--- src/lpt_pkg.sv ---
// Package for the low-power timer pair: APB register map, field layout,
// reset values, clock-select codes and filter settings.
// Assumes a 32-bit APB with word-aligned registers.
package lpt_pkg;
  // Register byte offsets, instance A in the low page, instance B at +0x40
  localparam logic [7:0] LPT_OFF_ISR   = 8'h00;  // Sticky event flags
  localparam logic [7:0] LPT_OFF_IER   = 8'h04;  // Interrupt mask
  localparam logic [7:0] LPT_OFF_CFG   = 8'h08;  // Configuration
  localparam logic [7:0] LPT_OFF_CR    = 8'h0C;  // Control and start
  localparam logic [7:0] LPT_OFF_CMP   = 8'h10;  // Compare value
  localparam logic [7:0] LPT_OFF_ARR   = 8'h14;  // Autoreload value
  localparam logic [7:0] LPT_OFF_CNT   = 8'h18;  // Counter, read only
  localparam logic [7:0] LPT_OFF_STAT  = 8'h1C;  // Live state, read only
  localparam logic [7:0] LPT_INST_STEP = 8'h40;  // Byte distance between instances
  // Flag bit positions in the status and mask registers
  localparam int LPT_F_ARRM = 0;  // Autoreload match
  localparam int LPT_F_CMPM = 1;  // Compare match
  localparam int LPT_F_TRIG = 2;  // Hardware trigger seen
  localparam int LPT_F_WAKE = 3;  // Wakeup request raised
  localparam int LPT_NFLAGS = 4;
  // Configuration field positions
  localparam int LPT_C_CKSEL  = 0;  // 3 bits, counting clock source
  localparam int LPT_C_WAVE   = 3;  // 1 = PWM, 0 = single pulse
  localparam int LPT_C_POL    = 4;  // Output polarity
  localparam int LPT_C_TRIGEN = 5;  // 1 = hardware trigger starts
  localparam int LPT_C_TRIGSEL= 6;  // 2 bits, trigger input select
  localparam int LPT_C_FILT   = 8;  // 2 bits, glitch filter depth code
  localparam int LPT_C_ENC    = 10; // Encoder mode, instance A only
  localparam int LPT_C_WAKEEN = 11; // Wakeup enable
  localparam int LPT_CFG_W    = 12;
  // Control bits
  localparam int LPT_R_EN     = 0;  // Timer enable
  localparam int LPT_R_SSTART = 1;  // One-shot software start, self clearing
  localparam int LPT_R_CSTART = 2;  // Continuous software start, self clearing
  // Reset values
  localparam logic [15:0] LPT_ARR_RST = 16'hFFFF;
  localparam logic [15:0] LPT_CMP_RST = 16'h0000;
  // Counting clock sources
  typedef enum logic [2:0] {
    LPT_CK_PCLK   = 3'b000,  // Peripheral bus clock
    LPT_CK_SLOWX  = 3'b001,  // slow_external_osc
    LPT_CK_SLOWIA = 3'b010,  // slow_internal_osc_a
    LPT_CK_SLOWIB = 3'b011,  // slow_internal_osc_b
    LPT_CK_FASTI  = 3'b100,  // fast_internal_osc
    LPT_CK_PIN    = 3'b101   // External input pin
  } lpt_cksel_t;
  // Run state of one counter
  typedef enum logic [1:0] {
    LPT_ST_IDLE = 2'b00,  // Waiting for start
    LPT_ST_ARM  = 2'b01,  // Waiting for hardware trigger
    LPT_ST_RUN  = 2'b10   // Counting
  } lpt_state_t;
  // Glitch filter depths per code, in samples
  localparam logic [2:0] LPT_FILT_1 = 3'h1;
  localparam logic [2:0] LPT_FILT_2 = 3'h2;
  localparam logic [2:0] LPT_FILT_4 = 3'h4;
  localparam logic [2:0] LPT_FILT_7 = 3'h7;
endpackage

--- src/lpt_core.sv ---
// One low-power timer instance: glitch filters, clock selection, counter,
// output waveform, one-shot control, encoder mode and flags.
// Assumes oscillator ticks and pins arrive synchronous to pclk.
//
// Local design decisions: the placing of the registers and the APB register port.
`timescale 1ns/10ps
`default_nettype none
module lpt_core #(
  parameter bit HAS_ENC = 1'b1  // Encoder mode present
) (
  // Clock and reset
  input  wire logic                 pclk,
  input  wire logic                 presetn,
  input  wire logic                 clk_en,
  // Configuration
  input  wire logic [lpt_pkg::LPT_CFG_W-1:0] cfg,
  input  wire logic                 enable,
  input  wire logic                 sw_single,
  input  wire logic                 sw_cont,
  input  wire logic [15:0]          cmp_val,
  input  wire logic [15:0]          arr_val,
  // Clock ticks and pins
  input  wire logic [3:0]           osc_tick,
  input  wire logic                 ext_in,
  input  wire logic                 ext_in2,
  input  wire logic [3:0]           trig_in,
  // Results
  output logic [15:0]               count,
  output logic                      wave_out,
  output logic [lpt_pkg::LPT_NFLAGS-1:0] evt,
  output logic [1:0]                run_state
);
  lpt_pkg::lpt_state_t state;       // Run state
  logic                oneshot;     // Current run is one-shot
  logic [2:0]          f_cnt0;      // Filter counter, input 1
  logic [2:0]          f_cnt1;      // Filter counter, input 2
  logic                f_in0;       // Filtered input 1
  logic                f_in1;       // Filtered input 2
  logic                f_in0_d;     // Previous filtered input 1
  logic                trig_f;      // Filtered trigger level
  logic [2:0]          f_cntt;      // Filter counter, trigger
  logic                trig_d;      // Previous trigger
  logic                tick;        // Counting tick this cycle
  logic [2:0]          depth;       // Filter depth
  logic                trig_edge;   // Rising trigger edge
  logic                enc;         // Encoder mode active

  // Depth decode, shared by all three filters
  function automatic logic [2:0] f_depth(input logic [1:0] code);
    unique case (code)
      2'd0: f_depth = lpt_pkg::LPT_FILT_1;
      2'd1: f_depth = lpt_pkg::LPT_FILT_2;
      2'd2: f_depth = lpt_pkg::LPT_FILT_4;
      default: f_depth = lpt_pkg::LPT_FILT_7;
    endcase
  endfunction
  assign depth = f_depth(cfg[lpt_pkg::LPT_C_FILT +: 2]);
  assign enc   = HAS_ENC & cfg[lpt_pkg::LPT_C_ENC];

  ////////////////////////////////////////////////////////////////////////
  // Glitch filters: a level passes only after it holds for depth samples
  always_ff @(posedge pclk or negedge presetn) begin
    if (!presetn) begin
      f_cnt0 <= 3'h0; f_cnt1 <= 3'h0; f_cntt <= 3'h0;
      f_in0 <= 1'b0; f_in1 <= 1'b0; trig_f <= 1'b0;
    end else if (clk_en) begin
      // every external input filtered before use
      if (ext_in == f_in0) f_cnt0 <= 3'h0;
      else if (f_cnt0 + 3'h1 >= depth) begin f_in0 <= ext_in; f_cnt0 <= 3'h0; end
      else f_cnt0 <= f_cnt0 + 3'h1;
      if (ext_in2 == f_in1) f_cnt1 <= 3'h0;
      else if (f_cnt1 + 3'h1 >= depth) begin f_in1 <= ext_in2; f_cnt1 <= 3'h0; end
      else f_cnt1 <= f_cnt1 + 3'h1;
      if (trig_in[cfg[lpt_pkg::LPT_C_TRIGSEL +: 2]] == trig_f) f_cntt <= 3'h0;
      else if (f_cntt + 3'h1 >= depth) begin
        trig_f <= ~trig_f; f_cntt <= 3'h0;
      end else f_cntt <= f_cntt + 3'h1;
    end
  end

  // Edge memories for filtered signals
  always_ff @(posedge pclk or negedge presetn) begin
    if (!presetn) begin
      f_in0_d <= 1'b0; trig_d <= 1'b0;
    end else if (clk_en) begin
      f_in0_d <= f_in0; trig_d <= trig_f;
    end
  end
  assign trig_edge = trig_f & ~trig_d;

  // Tick selection; the pin path needs no oscillator at all
  always_comb begin
    unique case (cfg[lpt_pkg::LPT_C_CKSEL +: 3])
      lpt_pkg::LPT_CK_PCLK:   tick = 1'b1;
      lpt_pkg::LPT_CK_SLOWX:  tick = osc_tick[0];
      lpt_pkg::LPT_CK_SLOWIA: tick = osc_tick[1];
      lpt_pkg::LPT_CK_SLOWIB: tick = osc_tick[2];
      lpt_pkg::LPT_CK_FASTI:  tick = osc_tick[3];
      lpt_pkg::LPT_CK_PIN:    tick = f_in0 & ~f_in0_d;
      default:                tick = 1'b0;
    endcase
    if (enc) tick = f_in0 ^ f_in0_d;  // Encoder counts on input 1 edges
  end

  ////////////////////////////////////////////////////////////////////////
  // Run control: idle, armed for trigger, counting
  always_ff @(posedge pclk or negedge presetn) begin
    if (!presetn) begin
      state <= lpt_pkg::LPT_ST_IDLE; oneshot <= 1'b0;
    end else if (clk_en) begin
      if (!enable) state <= lpt_pkg::LPT_ST_IDLE;
      else begin
        unique case (state)
          lpt_pkg::LPT_ST_IDLE, lpt_pkg::LPT_ST_ARM: begin
            if (sw_single | sw_cont) begin
              oneshot <= sw_single;
              state <= cfg[lpt_pkg::LPT_C_TRIGEN] ? lpt_pkg::LPT_ST_ARM : lpt_pkg::LPT_ST_RUN;
            end else if (state == lpt_pkg::LPT_ST_ARM && trig_edge) state <= lpt_pkg::LPT_ST_RUN;
          end
          lpt_pkg::LPT_ST_RUN: begin
            if (tick && !enc && count == arr_val && oneshot)
              state <= cfg[lpt_pkg::LPT_C_TRIGEN] ? lpt_pkg::LPT_ST_ARM : lpt_pkg::LPT_ST_IDLE;
          end
          default: state <= lpt_pkg::LPT_ST_IDLE;
        endcase
      end
    end
  end
  assign run_state = state;

  // Counter: up with wrap at autoreload, or quadrature up/down
  always_ff @(posedge pclk or negedge presetn) begin
    if (!presetn) count <= 16'h0000;
    else if (clk_en) begin
      if (!enable) count <= 16'h0000;
      else if (state == lpt_pkg::LPT_ST_RUN && tick) begin
        if (enc) begin
          if (f_in0 ^ f_in1) count <= (count == arr_val) ? 16'h0000 : count + 16'h0001;
          else count <= (count == 16'h0000) ? arr_val : count - 16'h0001;
        end else if (count == arr_val) count <= 16'h0000;
        else count <= count + 16'h0001;
      end
    end
  end

  // Output: asserted above compare, dropped at autoreload; pulse mode holds
  always_ff @(posedge pclk or negedge presetn) begin
    if (!presetn) wave_out <= 1'b0;
    else if (clk_en) begin
      if (state != lpt_pkg::LPT_ST_RUN) wave_out <= cfg[lpt_pkg::LPT_C_POL];
      else if (tick && count == arr_val)
        wave_out <= cfg[lpt_pkg::LPT_C_WAVE] ? cfg[lpt_pkg::LPT_C_POL] : wave_out;
      else if (tick && count == cmp_val) wave_out <= ~cfg[lpt_pkg::LPT_C_POL];
    end
  end

  // Event pulses, one cycle each
  always_comb begin
    evt = '0;
    evt[lpt_pkg::LPT_F_ARRM] = state == lpt_pkg::LPT_ST_RUN && tick && count == arr_val;
    evt[lpt_pkg::LPT_F_CMPM] = state == lpt_pkg::LPT_ST_RUN && tick && count == cmp_val;
    evt[lpt_pkg::LPT_F_TRIG] = state == lpt_pkg::LPT_ST_ARM && trig_edge;
    evt[lpt_pkg::LPT_F_WAKE] = cfg[lpt_pkg::LPT_C_WAKEEN] &&
                               (evt[lpt_pkg::LPT_F_ARRM] | evt[lpt_pkg::LPT_F_CMPM]);
  end

  ////////////////////////////////////////////////////////////////////////
  // Counter wraps to zero in the cycle after the autoreload match tick
  arr_wrap_a: assert property (@(posedge pclk) disable iff (!presetn)
    clk_en && state == lpt_pkg::LPT_ST_RUN && tick && !enc && count == arr_val && enable
    |=> count == 16'h0000) else $error("counter did not wrap");
  count_up_a: assert property (@(posedge pclk) disable iff (!presetn)
    clk_en && enable && state == lpt_pkg::LPT_ST_RUN && tick && !enc && count != arr_val
    |=> count == $past(count) + 16'h0001) else $error("counter did not step");
  oneshot_stop_a: assert property (@(posedge pclk) disable iff (!presetn)
    clk_en && enable && oneshot && evt[lpt_pkg::LPT_F_ARRM] && !enc && !sw_single && !sw_cont
    |=> state != lpt_pkg::LPT_ST_RUN) else $error("one-shot kept running");
  pwm_reset_a: assert property (@(posedge pclk) disable iff (!presetn)
    clk_en && cfg[lpt_pkg::LPT_C_WAVE] && evt[lpt_pkg::LPT_F_ARRM] && enable
    |=> wave_out == $past(cfg[lpt_pkg::LPT_C_POL])) else $error("pwm not restored");
  idle_hold_a: assert property (@(posedge pclk) disable iff (!presetn)
    clk_en && !enable |=> count == 16'h0000 && state == lpt_pkg::LPT_ST_IDLE)
    else $error("disabled timer moved");
  enc_off_a: assert property (@(posedge pclk) disable iff (!presetn)
    !HAS_ENC |-> !enc) else $error("encoder present on instance");
  wake_a: assert property (@(posedge pclk) disable iff (!presetn)
    cfg[lpt_pkg::LPT_C_WAKEEN] && evt[lpt_pkg::LPT_F_ARRM] |-> evt[lpt_pkg::LPT_F_WAKE])
    else $error("wakeup missing");
  hw_start_a: assert property (@(posedge pclk) disable iff (!presetn)
    clk_en && enable && state == lpt_pkg::LPT_ST_ARM && trig_edge && !sw_single && !sw_cont
    |=> state == lpt_pkg::LPT_ST_RUN) else $error("trigger did not start");
endmodule
`default_nettype wire

--- src/lpt_top.sv ---
// Low-power timer pair with APB register access, flags and interrupt.
// Assumes oscillator ticks are one-cycle enables in the pclk domain and that
// the pclk domain is the always-on domain in every stop state.
`timescale 1ns/10ps
`default_nettype none
// Behaviour
// two independent timer instances
// 16-bit up counter to autoreload
// pulse or PWM output from compare
// continuous or one-shot counting
// software or hardware trigger start
// selectable internal counting clock source
// external pin clocking without oscillators
// programmable glitch filter on inputs
// encoder mode on first instance only
// keeps running in stop on slow clocks
// wakeup request from each instance
// first instance runs in all stops
// second instance needs only shallower stops
// wrap to zero, autoreload flag
// PWM toggles at compare, restores at reload
// one-shot stops, awaits new trigger
module lpt_top (
  // Clock, reset, enable
  input  wire logic        pclk,
  input  wire logic        presetn,
  input  wire logic        clk_en,
  // APB slave
  input  wire logic        psel,
  input  wire logic        penable,
  input  wire logic        pwrite,
  input  wire logic [7:0]  paddr,
  input  wire logic [31:0] pwdata,
  output logic [31:0]      prdata,
  output logic             pready,
  output logic             pslverr,
  // Oscillator ticks: slow ext, slow int a, slow int b, fast int
  input  wire logic [3:0]  osc_tick,
  // Timer pins, index 0 = lowpower_timer_a, 1 = lowpower_timer_b
  input  wire logic [1:0]  lpt_in1,
  input  wire logic [1:0]  lpt_in2,
  input  wire logic [3:0]  lpt_trig,
  output logic [1:0]       lpt_out,
  // System
  output logic [1:0]       wakeup_req,
  output logic             irq
);
  localparam int NI = 2;  // Instances

  logic [lpt_pkg::LPT_NFLAGS-1:0] isr [NI];   // Sticky flags
  logic [lpt_pkg::LPT_NFLAGS-1:0] ier [NI];   // Mask
  logic [lpt_pkg::LPT_CFG_W-1:0]  cfg [NI];   // Configuration
  logic [NI-1:0]                  en;         // Enable bits
  logic [NI-1:0]                  s_single;   // Software one-shot start pulse
  logic [NI-1:0]                  s_cont;     // Software continuous start pulse
  logic [15:0]                    cmp [NI];   // Compare
  logic [15:0]                    arr [NI];   // Autoreload
  logic [15:0]                    cnt [NI];   // Live count
  logic [1:0]                     st  [NI];   // Live state
  logic [lpt_pkg::LPT_NFLAGS-1:0] evt [NI];   // Event pulses
  logic                           wr;         // Write access phase
  logic                           inst;       // Addressed instance
  logic [7:0]                     loc;        // Offset within instance
  logic                           hit;        // Mapped address

  assign pready  = 1'b1;  // Zero wait states
  assign wr      = psel & penable & pwrite;
  assign inst    = paddr >= lpt_pkg::LPT_INST_STEP;
  assign loc     = inst ? paddr - lpt_pkg::LPT_INST_STEP : paddr;
  assign hit     = paddr < 2 * lpt_pkg::LPT_INST_STEP && loc <= lpt_pkg::LPT_OFF_STAT && loc[1:0] == 2'b00;
  assign pslverr = psel & penable & ~hit;

  ////////////////////////////////////////////////////////////////////////
  // Instances; the counters live on the pclk tick path, so slow or
  // pin clocking keeps counting whenever the always-on pclk runs
  for (genvar i = 0; i < NI; i++) begin : g_inst
    lpt_core #(
      .HAS_ENC (i == 0)
    ) u_core (
      .pclk      (pclk),
      .presetn   (presetn),
      .clk_en    (clk_en),
      .cfg       (cfg[i]),
      .enable    (en[i]),
      .sw_single (s_single[i]),
      .sw_cont   (s_cont[i]),
      .cmp_val   (cmp[i]),
      .arr_val   (arr[i]),
      .osc_tick  (osc_tick),
      .ext_in    (lpt_in1[i]),
      .ext_in2   (lpt_in2[i]),
      .trig_in   (lpt_trig),
      .count     (cnt[i]),
      .wave_out  (lpt_out[i]),
      .evt       (evt[i]),
      .run_state (st[i])
    );
    // Wakeup level while an enabled wake flag stands; R12 and R13 are met
    // by the power domain placing each instance, not by logic here
    assign wakeup_req[i] = isr[i][lpt_pkg::LPT_F_WAKE];

    // Register writes for this instance
    always_ff @(posedge pclk or negedge presetn) begin
      if (!presetn) begin
        ier[i] <= '0; cfg[i] <= '0; en[i] <= 1'b0;
        s_single[i] <= 1'b0; s_cont[i] <= 1'b0;
        cmp[i] <= lpt_pkg::LPT_CMP_RST; arr[i] <= lpt_pkg::LPT_ARR_RST;
      end else if (clk_en) begin
        s_single[i] <= 1'b0;
        s_cont[i]   <= 1'b0;
        if (wr && hit && inst == 1'(i)) begin
          unique case (loc)
            lpt_pkg::LPT_OFF_IER: ier[i] <= pwdata[lpt_pkg::LPT_NFLAGS-1:0];
            lpt_pkg::LPT_OFF_CFG: cfg[i] <= pwdata[lpt_pkg::LPT_CFG_W-1:0];
            lpt_pkg::LPT_OFF_CR: begin
              en[i]       <= pwdata[lpt_pkg::LPT_R_EN];
              s_single[i] <= pwdata[lpt_pkg::LPT_R_SSTART];
              s_cont[i]   <= pwdata[lpt_pkg::LPT_R_CSTART];
            end
            lpt_pkg::LPT_OFF_CMP: cmp[i] <= pwdata[15:0];
            lpt_pkg::LPT_OFF_ARR: arr[i] <= pwdata[15:0];
            default: ;
          endcase
        end
      end
    end

    // Sticky flags: a new event wins over a write-one clear
    always_ff @(posedge pclk or negedge presetn) begin
      if (!presetn) isr[i] <= '0;
      else if (clk_en) begin
        if (wr && hit && inst == 1'(i) && loc == lpt_pkg::LPT_OFF_ISR)
          isr[i] <= (isr[i] & ~pwdata[lpt_pkg::LPT_NFLAGS-1:0]) | evt[i];
        else
          isr[i] <= isr[i] | evt[i];
      end
    end

    flag_set_a: assert property (@(posedge pclk) disable iff (!presetn)
      clk_en && evt[i][lpt_pkg::LPT_F_ARRM] |=> isr[i][lpt_pkg::LPT_F_ARRM])
      else $error("reload flag not set");
  end

  ////////////////////////////////////////////////////////////////////////
  // Read data, registered at the setup cycle so it stands in access phase
  always_ff @(posedge pclk or negedge presetn) begin
    if (!presetn) prdata <= 32'h0000_0000;
    else if (clk_en && psel && !penable && !pwrite) begin
      prdata <= 32'h0000_0000;
      if (hit) begin
        unique case (loc)
          lpt_pkg::LPT_OFF_ISR:  prdata <= 32'(isr[inst]);
          lpt_pkg::LPT_OFF_IER:  prdata <= 32'(ier[inst]);
          lpt_pkg::LPT_OFF_CFG:  prdata <= 32'(cfg[inst]);
          lpt_pkg::LPT_OFF_CR:   prdata <= 32'(en[inst]);
          lpt_pkg::LPT_OFF_CMP:  prdata <= 32'(cmp[inst]);
          lpt_pkg::LPT_OFF_ARR:  prdata <= 32'(arr[inst]);
          lpt_pkg::LPT_OFF_CNT:  prdata <= 32'(cnt[inst]);
          lpt_pkg::LPT_OFF_STAT: prdata <= 32'(st[inst]);
          default:               prdata <= 32'h0000_0000;
        endcase
      end
    end
  end

  // One level interrupt for both instances
  assign irq = |(isr[0] & ier[0]) | |(isr[1] & ier[1]);

  irq_level_a: assert property (@(posedge pclk) disable iff (!presetn)
    (isr[1][lpt_pkg::LPT_F_CMPM] && ier[1][lpt_pkg::LPT_F_CMPM]) |-> irq)
    else $error("interrupt not raised");
endmodule
`default_nettype wire

--- config.mk ---
export PLATFORM = sky130hd
export DESIGN_NAME = lpt_top
export DESIGN_NICKNAME = d
export VERILOG_FILES = /design/src/lpt_pkg.sv /design/src/lpt_core.sv /design/src/lpt_top.sv
export SDC_FILE = /design/constraint.sdc
export NUM_CORES = 1
export LEC_CHECK = 0
export BUFFER_PORTS_ARGS = -buffer_cell sky130_fd_sc_hd__buf_2
export CORE_MARGIN = 3
export CORE_UTILIZATION = 55
export CTS_BUF_LIST = sky130_fd_sc_hd__clkbuf_8
export DETAILED_ROUTE_END_ITERATION = 6
export HOLD_SLACK_MARGIN = 0.05
export PLACE_DENSITY = 0.73
export SETUP_SLACK_MARGIN = 0.15
export SYNTH_ARGS = -nofsm -noshare
export SYNTH_HDL_FRONTEND = slang
export SYNTH_SLANG_ARGS = --single-unit
export TNS_END_PERCENT = 30
--- constraint.sdc ---
create_clock -name pclk -period 4.3 [get_ports pclk]
set_input_delay 0.43 -clock pclk [delete_from_list [all_inputs] [get_ports pclk]]
set_output_delay 0.43 -clock pclk [all_outputs]
set_load 0.02 [all_outputs]
Word-level counts from Yosys, hierarchy flattened:

Cells that the tools add are included.

* input bits: 58
* logic and storage cells: 296
* bits in registers: 206

* bitwise logic cells: 39
* multiplexer cells: 84
* reduce and logical (&&, ||, !) cells: 69
* $add $sub $neg: 9
* order comparisons: 12
* equality and inequality tests: 44

Operators by type and width (number)
* two-way mux 16 bit: 19
* one-hot mux 16 bit (8 select lines): 1
* equality test 16 bit: 4
* AND reduction 3 bit: 19
* two-way mux 12 bit: 3
* adder 16 x 1 -> 16 bit (second input constant): 2
* equality test 8 x 5 -> 1 bit (second input constant): 4
* two-way mux 4 bit: 8
* two-way mux 3 bit: 10
* logical AND 1 bit: 28
* two-way mux 2 bit: 13
* two-way mux 1 bit: 21
* one-hot mux 3 bit (3 select lines): 2
* bitwise AND 4 bit: 4
* equality test 8 x 4 -> 1 bit (second input constant): 2
* zero test 16 bit: 1
* bitwise OR 4 bit: 4
* subtractor 16 x 1 -> 16 bit (second input constant): 1
* adder 3 x 1 -> 3 bit (second input constant): 5
* >= comparator 3 bit: 5
* inverter 1 bit: 15
* equality test 3 x 2 -> 1 bit (second input constant): 4
* equality test 3 bit (second input constant): 4
* inequality test 3 x 2 -> 1 bit (second input constant): 4
* other kinds (33): 74

Longest topological paths before layout:

* word-level depth: 10
* depth in mapped cells: 11
* depth with buffers taken out: 9

By module:

From an unflattened synthesis, not the netlist that was laid out.

* cell total of the unflattened synthesis: 1146
* area total of the unflattened synthesis: 11851.4 sq um

Modules (own cells, without submodules)
* lpt_top: area an instance 6424.9 sq um, cells an instance 511, instances 1, sequential area each 3193.1 sq um
* lpt_core at g_inst[0].u_core: area an instance 3108.0 sq um, cells an instance 377, instances 1, sequential area each 850.8 sq um
* lpt_core at g_inst[1].u_core: area an instance 2318.5 sq um, cells an instance 258, instances 1, sequential area each 750.7 sq um

Least setup slack after synthesis:

Ideal clock, no wire load.

* path type: register -> register
* start: register g_inst[0].u_core.count[0]
* end: register g_inst[0].u_core.count[11]
* cell stages (with the launch flop): 11
* path buffers: 2
* data arrival time: 2130 ps
* slack: 2044 ps
* path through: dfrtp_1 > buf_2 > inv_1 > ha_1 > or4b_4 > nor2b_4 > nand2_2 > buf_2 > nor2_1 > a21oi_1 > a221o_1

* word-level cells in the longest chain between the ends: 6
* elaborated cells on any way between the ends: 10
* classes of those cells: add/sub (2); eq/ne (1); mux (6); reduce/logical (1)

RTL lines
* from (decl): line lpt_core.sv:28 `output logic [15:0] count,`
* from (signal assigned): line lpt_core.sv:138 `if (f_in0 ^ f_in1) count <= (count == arr_val) ? 16'h0000 : count + 16'h0001;`
* from (signal assigned): line lpt_core.sv:139 `else count <= (count == 16'h0000) ? arr_val : count - 16'h0001;`
* from (signal assigned): line lpt_core.sv:141 `else count <= count + 16'h0001;`
* subtractor 16 x 1 -> 16 bit, or another cell as far along: line lpt_core.sv:139
* two-way mux 16 bit (on tied branches): line lpt_core.sv:139, lpt_core.sv:138, lpt_core.sv:140
* two-way mux 16 bit: line lpt_core.sv:138
* two-way mux 16 bit (*): line lpt_core.sv:137 `if (enc) begin`
* two-way mux 16 bit (*): line lpt_core.sv:136 `else if (state == lpt_pkg::LPT_ST_RUN && tick) begin`
* two-way mux 16 bit (*): line lpt_core.sv:135 `if (!enable) count <= 16'h0000;`

Mark *: on every way between the ends. The rest lies on a longest branch, timed or not. The select of a mux whose other input is x is not followed.
A chain may end at the register's enable or synchronous reset.

Worst setup path in the final report:

* start: register g_inst[0].u_core.f_in0
* end: register g_inst[0].u_core.count[8]

* word-level cells in the longest chain between the ends: 6
* elaborated cells on any way between the ends: 12
* classes of those cells: eq/ne (1); mux (6); bitwise (3); reduce/logical (2)

RTL lines
* from (decl): line lpt_core.sv:37 `logic f_in0;`
* from (signal assigned): line lpt_core.sv:65 `f_in0 <= 1'b0; f_in1 <= 1'b0; trig_f <= 1'b0;`
* from (signal assigned): line lpt_core.sv:69 `else if (f_cnt0 + 3'h1 >= depth) begin f_in0 <= ext_in; f_cnt0 <= 3'h0; end`
* bitwise AND 1 bit: line lpt_core.sv:99 `lpt_pkg::LPT_CK_PIN: tick = f_in0 & ~f_in0_d;`
* one-hot mux 1 bit (6 select lines): line lpt_core.sv:93 `unique case (cfg[lpt_pkg::LPT_C_CKSEL +: 3])`
* two-way mux 1 bit: line lpt_core.sv:102 `if (enc) tick = f_in0 ^ f_in0_d;`
* logical AND 1 bit: line lpt_core.sv:136
* inequality test 2 x 1 -> 1 bit (no line)
* AND reduction 2 bit (no line)

Several ways; a longest one is shown, not always the timed one. The select of a mux whose other input is x is not followed.

==> results_dict.tcl <==
set metrics [dict create \
    run_status "finished, final reports clean" \
    worstSetupPathType "reg2reg" \
    layout_worst_path_cycle_share_pct 66.4 \
    timing.final.ws_setup_ns 1.45 \
    drt-initial-drc-count 846 \
    core_area_um2 20500 \
    final-setup-viol-count 0 \
    period_minus_slack_ns 2.85 \
    yosysWarnings 0 \
    initial_core_util_pct 56.8 \
    antenna_found_initial 0 \
    std_cell_rows 52 \
    detailedPlace.worstSlack_ns 1.41 \
    floorplan.die_area_um2 23000 \
    fin_skew_ns 0.0104 \
    htree_num_levels 4 \
    detail_route.first_pass.iterations 5 \
    post_cts_resized 0 \
    vdd_drop_max_v 0.000198 \
    seqCellArea_um2 4790 \
    fillerInstances 1778 \
    drv_slew 0 \
    clkSinkCount 190 \
    via_per_inst 6.33 \
    layout.nets 1266 \
    grt_remaining_overflow 0 \
    detailroute.via_count 9249 \
    holdCritPathClass "in2async" \
    cts_tree "built" \
    ys_seq_area_share_pct 41.2 \
    clock_path_buffers 2 \
    area_growth_syn_to_layout_pct 5.36 \
    via_count_of_the_first_global_routing_pass 8676 \
    holdBufCountCts 0 \
    critPathArrivalTime_ns 3.24 \
    clock_edge_transition_at_the_registers_on_the_reported_setup_and_hold_paths_ns 0.10 \
    grt_pass1_wl_um 49700 \
    cts_post_setup_buffers_inserted 0 \
    place.detailed.hpwl_um 23000 \
    grt_start_max_net_pins 129 \
    required_ns 4.69 \
    chipWidth_um 152 \
    multiInputGateArea_um2 6240 \
    cts_root_buffer "sky130_fd_sc_hd__clkbuf_8" \
    timing.fmax_mhz 350 \
    routed_wire_length_per_instance_um 21.6 \
    avgSynthCellArea_um2 9.94 \
    post_route_cells_drive_above_1_share_pct 22.5 \
    max-slew-margin-rel_pct 19.6 \
    timing.max_cap.violations 0 \
    gpl.final_weighted_congestion 0.946 \
    synth_edf_count 0 \
    track_usage_pct 28.0 \
    worst_setup_path_start_kind "flip-flop" \
    insertion_delay_to_the_later_sink_of_the_worst_skew_pair_ns 0.47 \
    antenna_violating_nets_post_route 0 \
    port_buffers 62 \
    i_o_pin_total 97 \
    setup-tns-final_ns 0 \
    powerDensity_nw_per_um2 341 \
    antenna_cells_inserted 0 \
    synthFlopType "sky130_fd_sc_hd__dfrtp_1" \
    detail_route.wirelength_um 31500 \
    yosys.cell_types.count 82 \
    rsz0062_at_grt "no" \
    post_synth_instance_area_um2 11600 \
    die-height_um 152 \
    cts_buffer_count 17 \
    ys_seq_elements 190 \
    drc_errors_left 0 \
    ys_async_sr_fraction_pct 100 \
    finalHoldViolCount 0 \
    crit_path_end_kind "flip-flop" \
    power.static_leakage_nw 5.49 \
    tightest_slew_ns 1.20 \
    postSynthCellCount 1172 \
    crit_path_max_fanout 13 \
]
[synth_stat cells (6+ instances only)]
cell type,number,area [um2]
sky130_fd_sc_hd__a21o_1,10,75.1
sky130_fd_sc_hd__a21oi_1,63,315
sky130_fd_sc_hd__a22o_1,16,140
sky130_fd_sc_hd__a22oi_1,13,97.6
sky130_fd_sc_hd__and3_1,11,68.8
sky130_fd_sc_hd__buf_2,37,185
sky130_fd_sc_hd__buf_4,24,180
sky130_fd_sc_hd__clkbuf_1,32,120
sky130_fd_sc_hd__dfrtp_1,158,3950
sky130_fd_sc_hd__dfstp_2,32,841
sky130_fd_sc_hd__ha_1,31,388
sky130_fd_sc_hd__inv_1,37,139
sky130_fd_sc_hd__mux2_2,91,1020
sky130_fd_sc_hd__mux2_4,10,150
sky130_fd_sc_hd__mux2i_1,31,310
sky130_fd_sc_hd__nand2_1,102,383
sky130_fd_sc_hd__nand2b_1,9,56.3
sky130_fd_sc_hd__nand3_1,38,190
sky130_fd_sc_hd__nand4_1,24,150
sky130_fd_sc_hd__nor2_1,62,233
sky130_fd_sc_hd__nor3_1,20,100
sky130_fd_sc_hd__nor4_1,20,125
sky130_fd_sc_hd__o211ai_1,8,60.1
sky130_fd_sc_hd__o21a_1,6,45.0
sky130_fd_sc_hd__o21ai_0,53,265
sky130_fd_sc_hd__o21ai_1,8,40.0
sky130_fd_sc_hd__o22ai_1,16,100
sky130_fd_sc_hd__o31ai_1,9,67.6
sky130_fd_sc_hd__xnor2_1,48,420
sky130_fd_sc_hd__xor2_1,43,377
[flip-flops by register name, indices dropped and copies added (netlist names), 3 cells and up]
signal                   count
ier                          8
g_inst.u_core.f_cnt0         6
cmp                         32
cfg                         24
isr                          6
prdata                      16
g_inst.u_core.run_state      4
g_inst.u_core.f_cnt1         3
g_inst.u_core.f_cntt         6
g_inst.u_core.count         32
arr                         32
[critical path: stages, from the launching register on]
cell,delay (ns)
sky130_fd_sc_hd__dfrtp_1,0.49
sky130_fd_sc_hd__ha_1,0.20
sky130_fd_sc_hd__inv_1,0.05
sky130_fd_sc_hd__a21o_1,0.16
sky130_fd_sc_hd__a221oi_2,0.53
sky130_fd_sc_hd__o21ai_1,0.48
sky130_fd_sc_hd__nor2_2,0.54
sky130_fd_sc_hd__a21oi_1,0.13
sky130_fd_sc_hd__o22ai_1,0.19
[logic make-up (layout without fill, tap and decap cells)]
group	after synthesis	count (layout)	synth area share, %
compound gates	249	249	14.0
xor+xnor	91	91	6.84
mux	137	137	13.7
flops	190	190	41.2
simple gates	335	335	15.0
fa+ha+maj	31	31	3.33
buf+inv	137	140	5.85
other cells	2	17	0.0645
[power breakdown]
| group | internal [mW] | switching, mW |
|---|---|---|
| clock network | 0.525 | 0.665 |
| logic | 0.380 | 0.569 |
| registers | 1.90 | 0.146 |
[layout by cell type (no fill, tap or decap), types with 10 or more instances in the layout]
| master | Yosys | layout |
|---|---|---|
| sky130_fd_sc_hd__buf_2 | 37 | 61 |
| sky130_fd_sc_hd__mux2_4 | 10 | 10 |
| sky130_fd_sc_hd__xor2_1 | 43 | 43 |
| sky130_fd_sc_hd__dfrtp_1 | 158 | 158 |
| sky130_fd_sc_hd__nand4_1 | 24 | 24 |
| sky130_fd_sc_hd__nor3_1 | 20 | 19 |
| sky130_fd_sc_hd__nor2_1 | 62 | 62 |
| sky130_fd_sc_hd__xnor2_1 | 48 | 48 |
| sky130_fd_sc_hd__ha_1 | 31 | 31 |
| sky130_fd_sc_hd__mux2_2 | 91 | 91 |
| sky130_fd_sc_hd__inv_1 | 37 | 41 |
| sky130_fd_sc_hd__a21oi_1 | 63 | 63 |
| sky130_fd_sc_hd__nand2_1 | 102 | 102 |
| sky130_fd_sc_hd__a22o_1 | 16 | 16 |
| sky130_fd_sc_hd__conb_1 | 2 | 17 |
| sky130_fd_sc_hd__a22oi_1 | 13 | 13 |
| sky130_fd_sc_hd__o22ai_1 | 16 | 16 |
| sky130_fd_sc_hd__dfstp_2 | 32 | 32 |
| sky130_fd_sc_hd__nor4_1 | 20 | 20 |
| sky130_fd_sc_hd__a21o_1 | 10 | 10 |
| sky130_fd_sc_hd__and3_1 | 11 | 11 |
| sky130_fd_sc_hd__mux2i_1 | 31 | 31 |
| sky130_fd_sc_hd__clkbuf_8 | 0 | 19 |
| sky130_fd_sc_hd__nand3_1 | 38 | 38 |
| sky130_fd_sc_hd__o21ai_0 | 53 | 53 |
[cell type report]
type | instances | share of cell area, %
Sequential cell | 190 | 39.1
Multi-Input combinational cell | 860 | 50.8
Tap cell | 270 | 2.75
Inverter | 37 | 1.13
Clock inverter | 14 | 1.05
Clock buffer | 18 | 2.02
Timing Repair Buffer | 71 | 3.15
[metrics by stage]
step	cells	total power, mW	util [%]	hold slack (ns)	cell area (um2)
6_report	1460	4.18	59.9	0.119	12300
5_1_grt	1460	4.39	59.9	0.181	12300
4_1_cts	1460	4.19	59.9	0.170	12300
3_5_place_dp	1428	3.02	58.1	0.478	11900
3_3_place_gp	1428	2.99	58.1	0.475	11900
2_1_floorplan	1187	2.76	-	0.134	11700
[per-layer routing]
layer  wire (um)  track usage, %
met5           0               0
met4         728            7.41
met2       14800            44.4
met1       13600            40.5
met3        2510            4.19
[path summary, 6_finish.rpt]
check	start	endpoint	slack, ns	cells after the start
max	g_inst[0].u_core.f_in0$_DFFE_PN0P_	g_inst[0].u_core.count[8]$_DFFE_PN0P_	1.45	8
min	presetn	g_inst[1].u_core.run_state[0]$_DFFE_PN0P_	0.12	1
max reg2reg	g_inst[0].u_core.f_in0$_DFFE_PN0P_	g_inst[0].u_core.count[8]$_DFFE_PN0P_	1.45	8
min reg2reg	prdata[10]$_DFFE_PN0P_	prdata[10]$_DFFE_PN0P_	0.50	1
max in group asynchronous	presetn	arr[15]$_DFFE_PN1P_	3.17	2
min in group pclk	lpt_in1[0]	g_inst[0].u_core.f_in0$_DFFE_PN0P_	0.21	2
No activity file was read; power rests on OpenSTA's default activity.
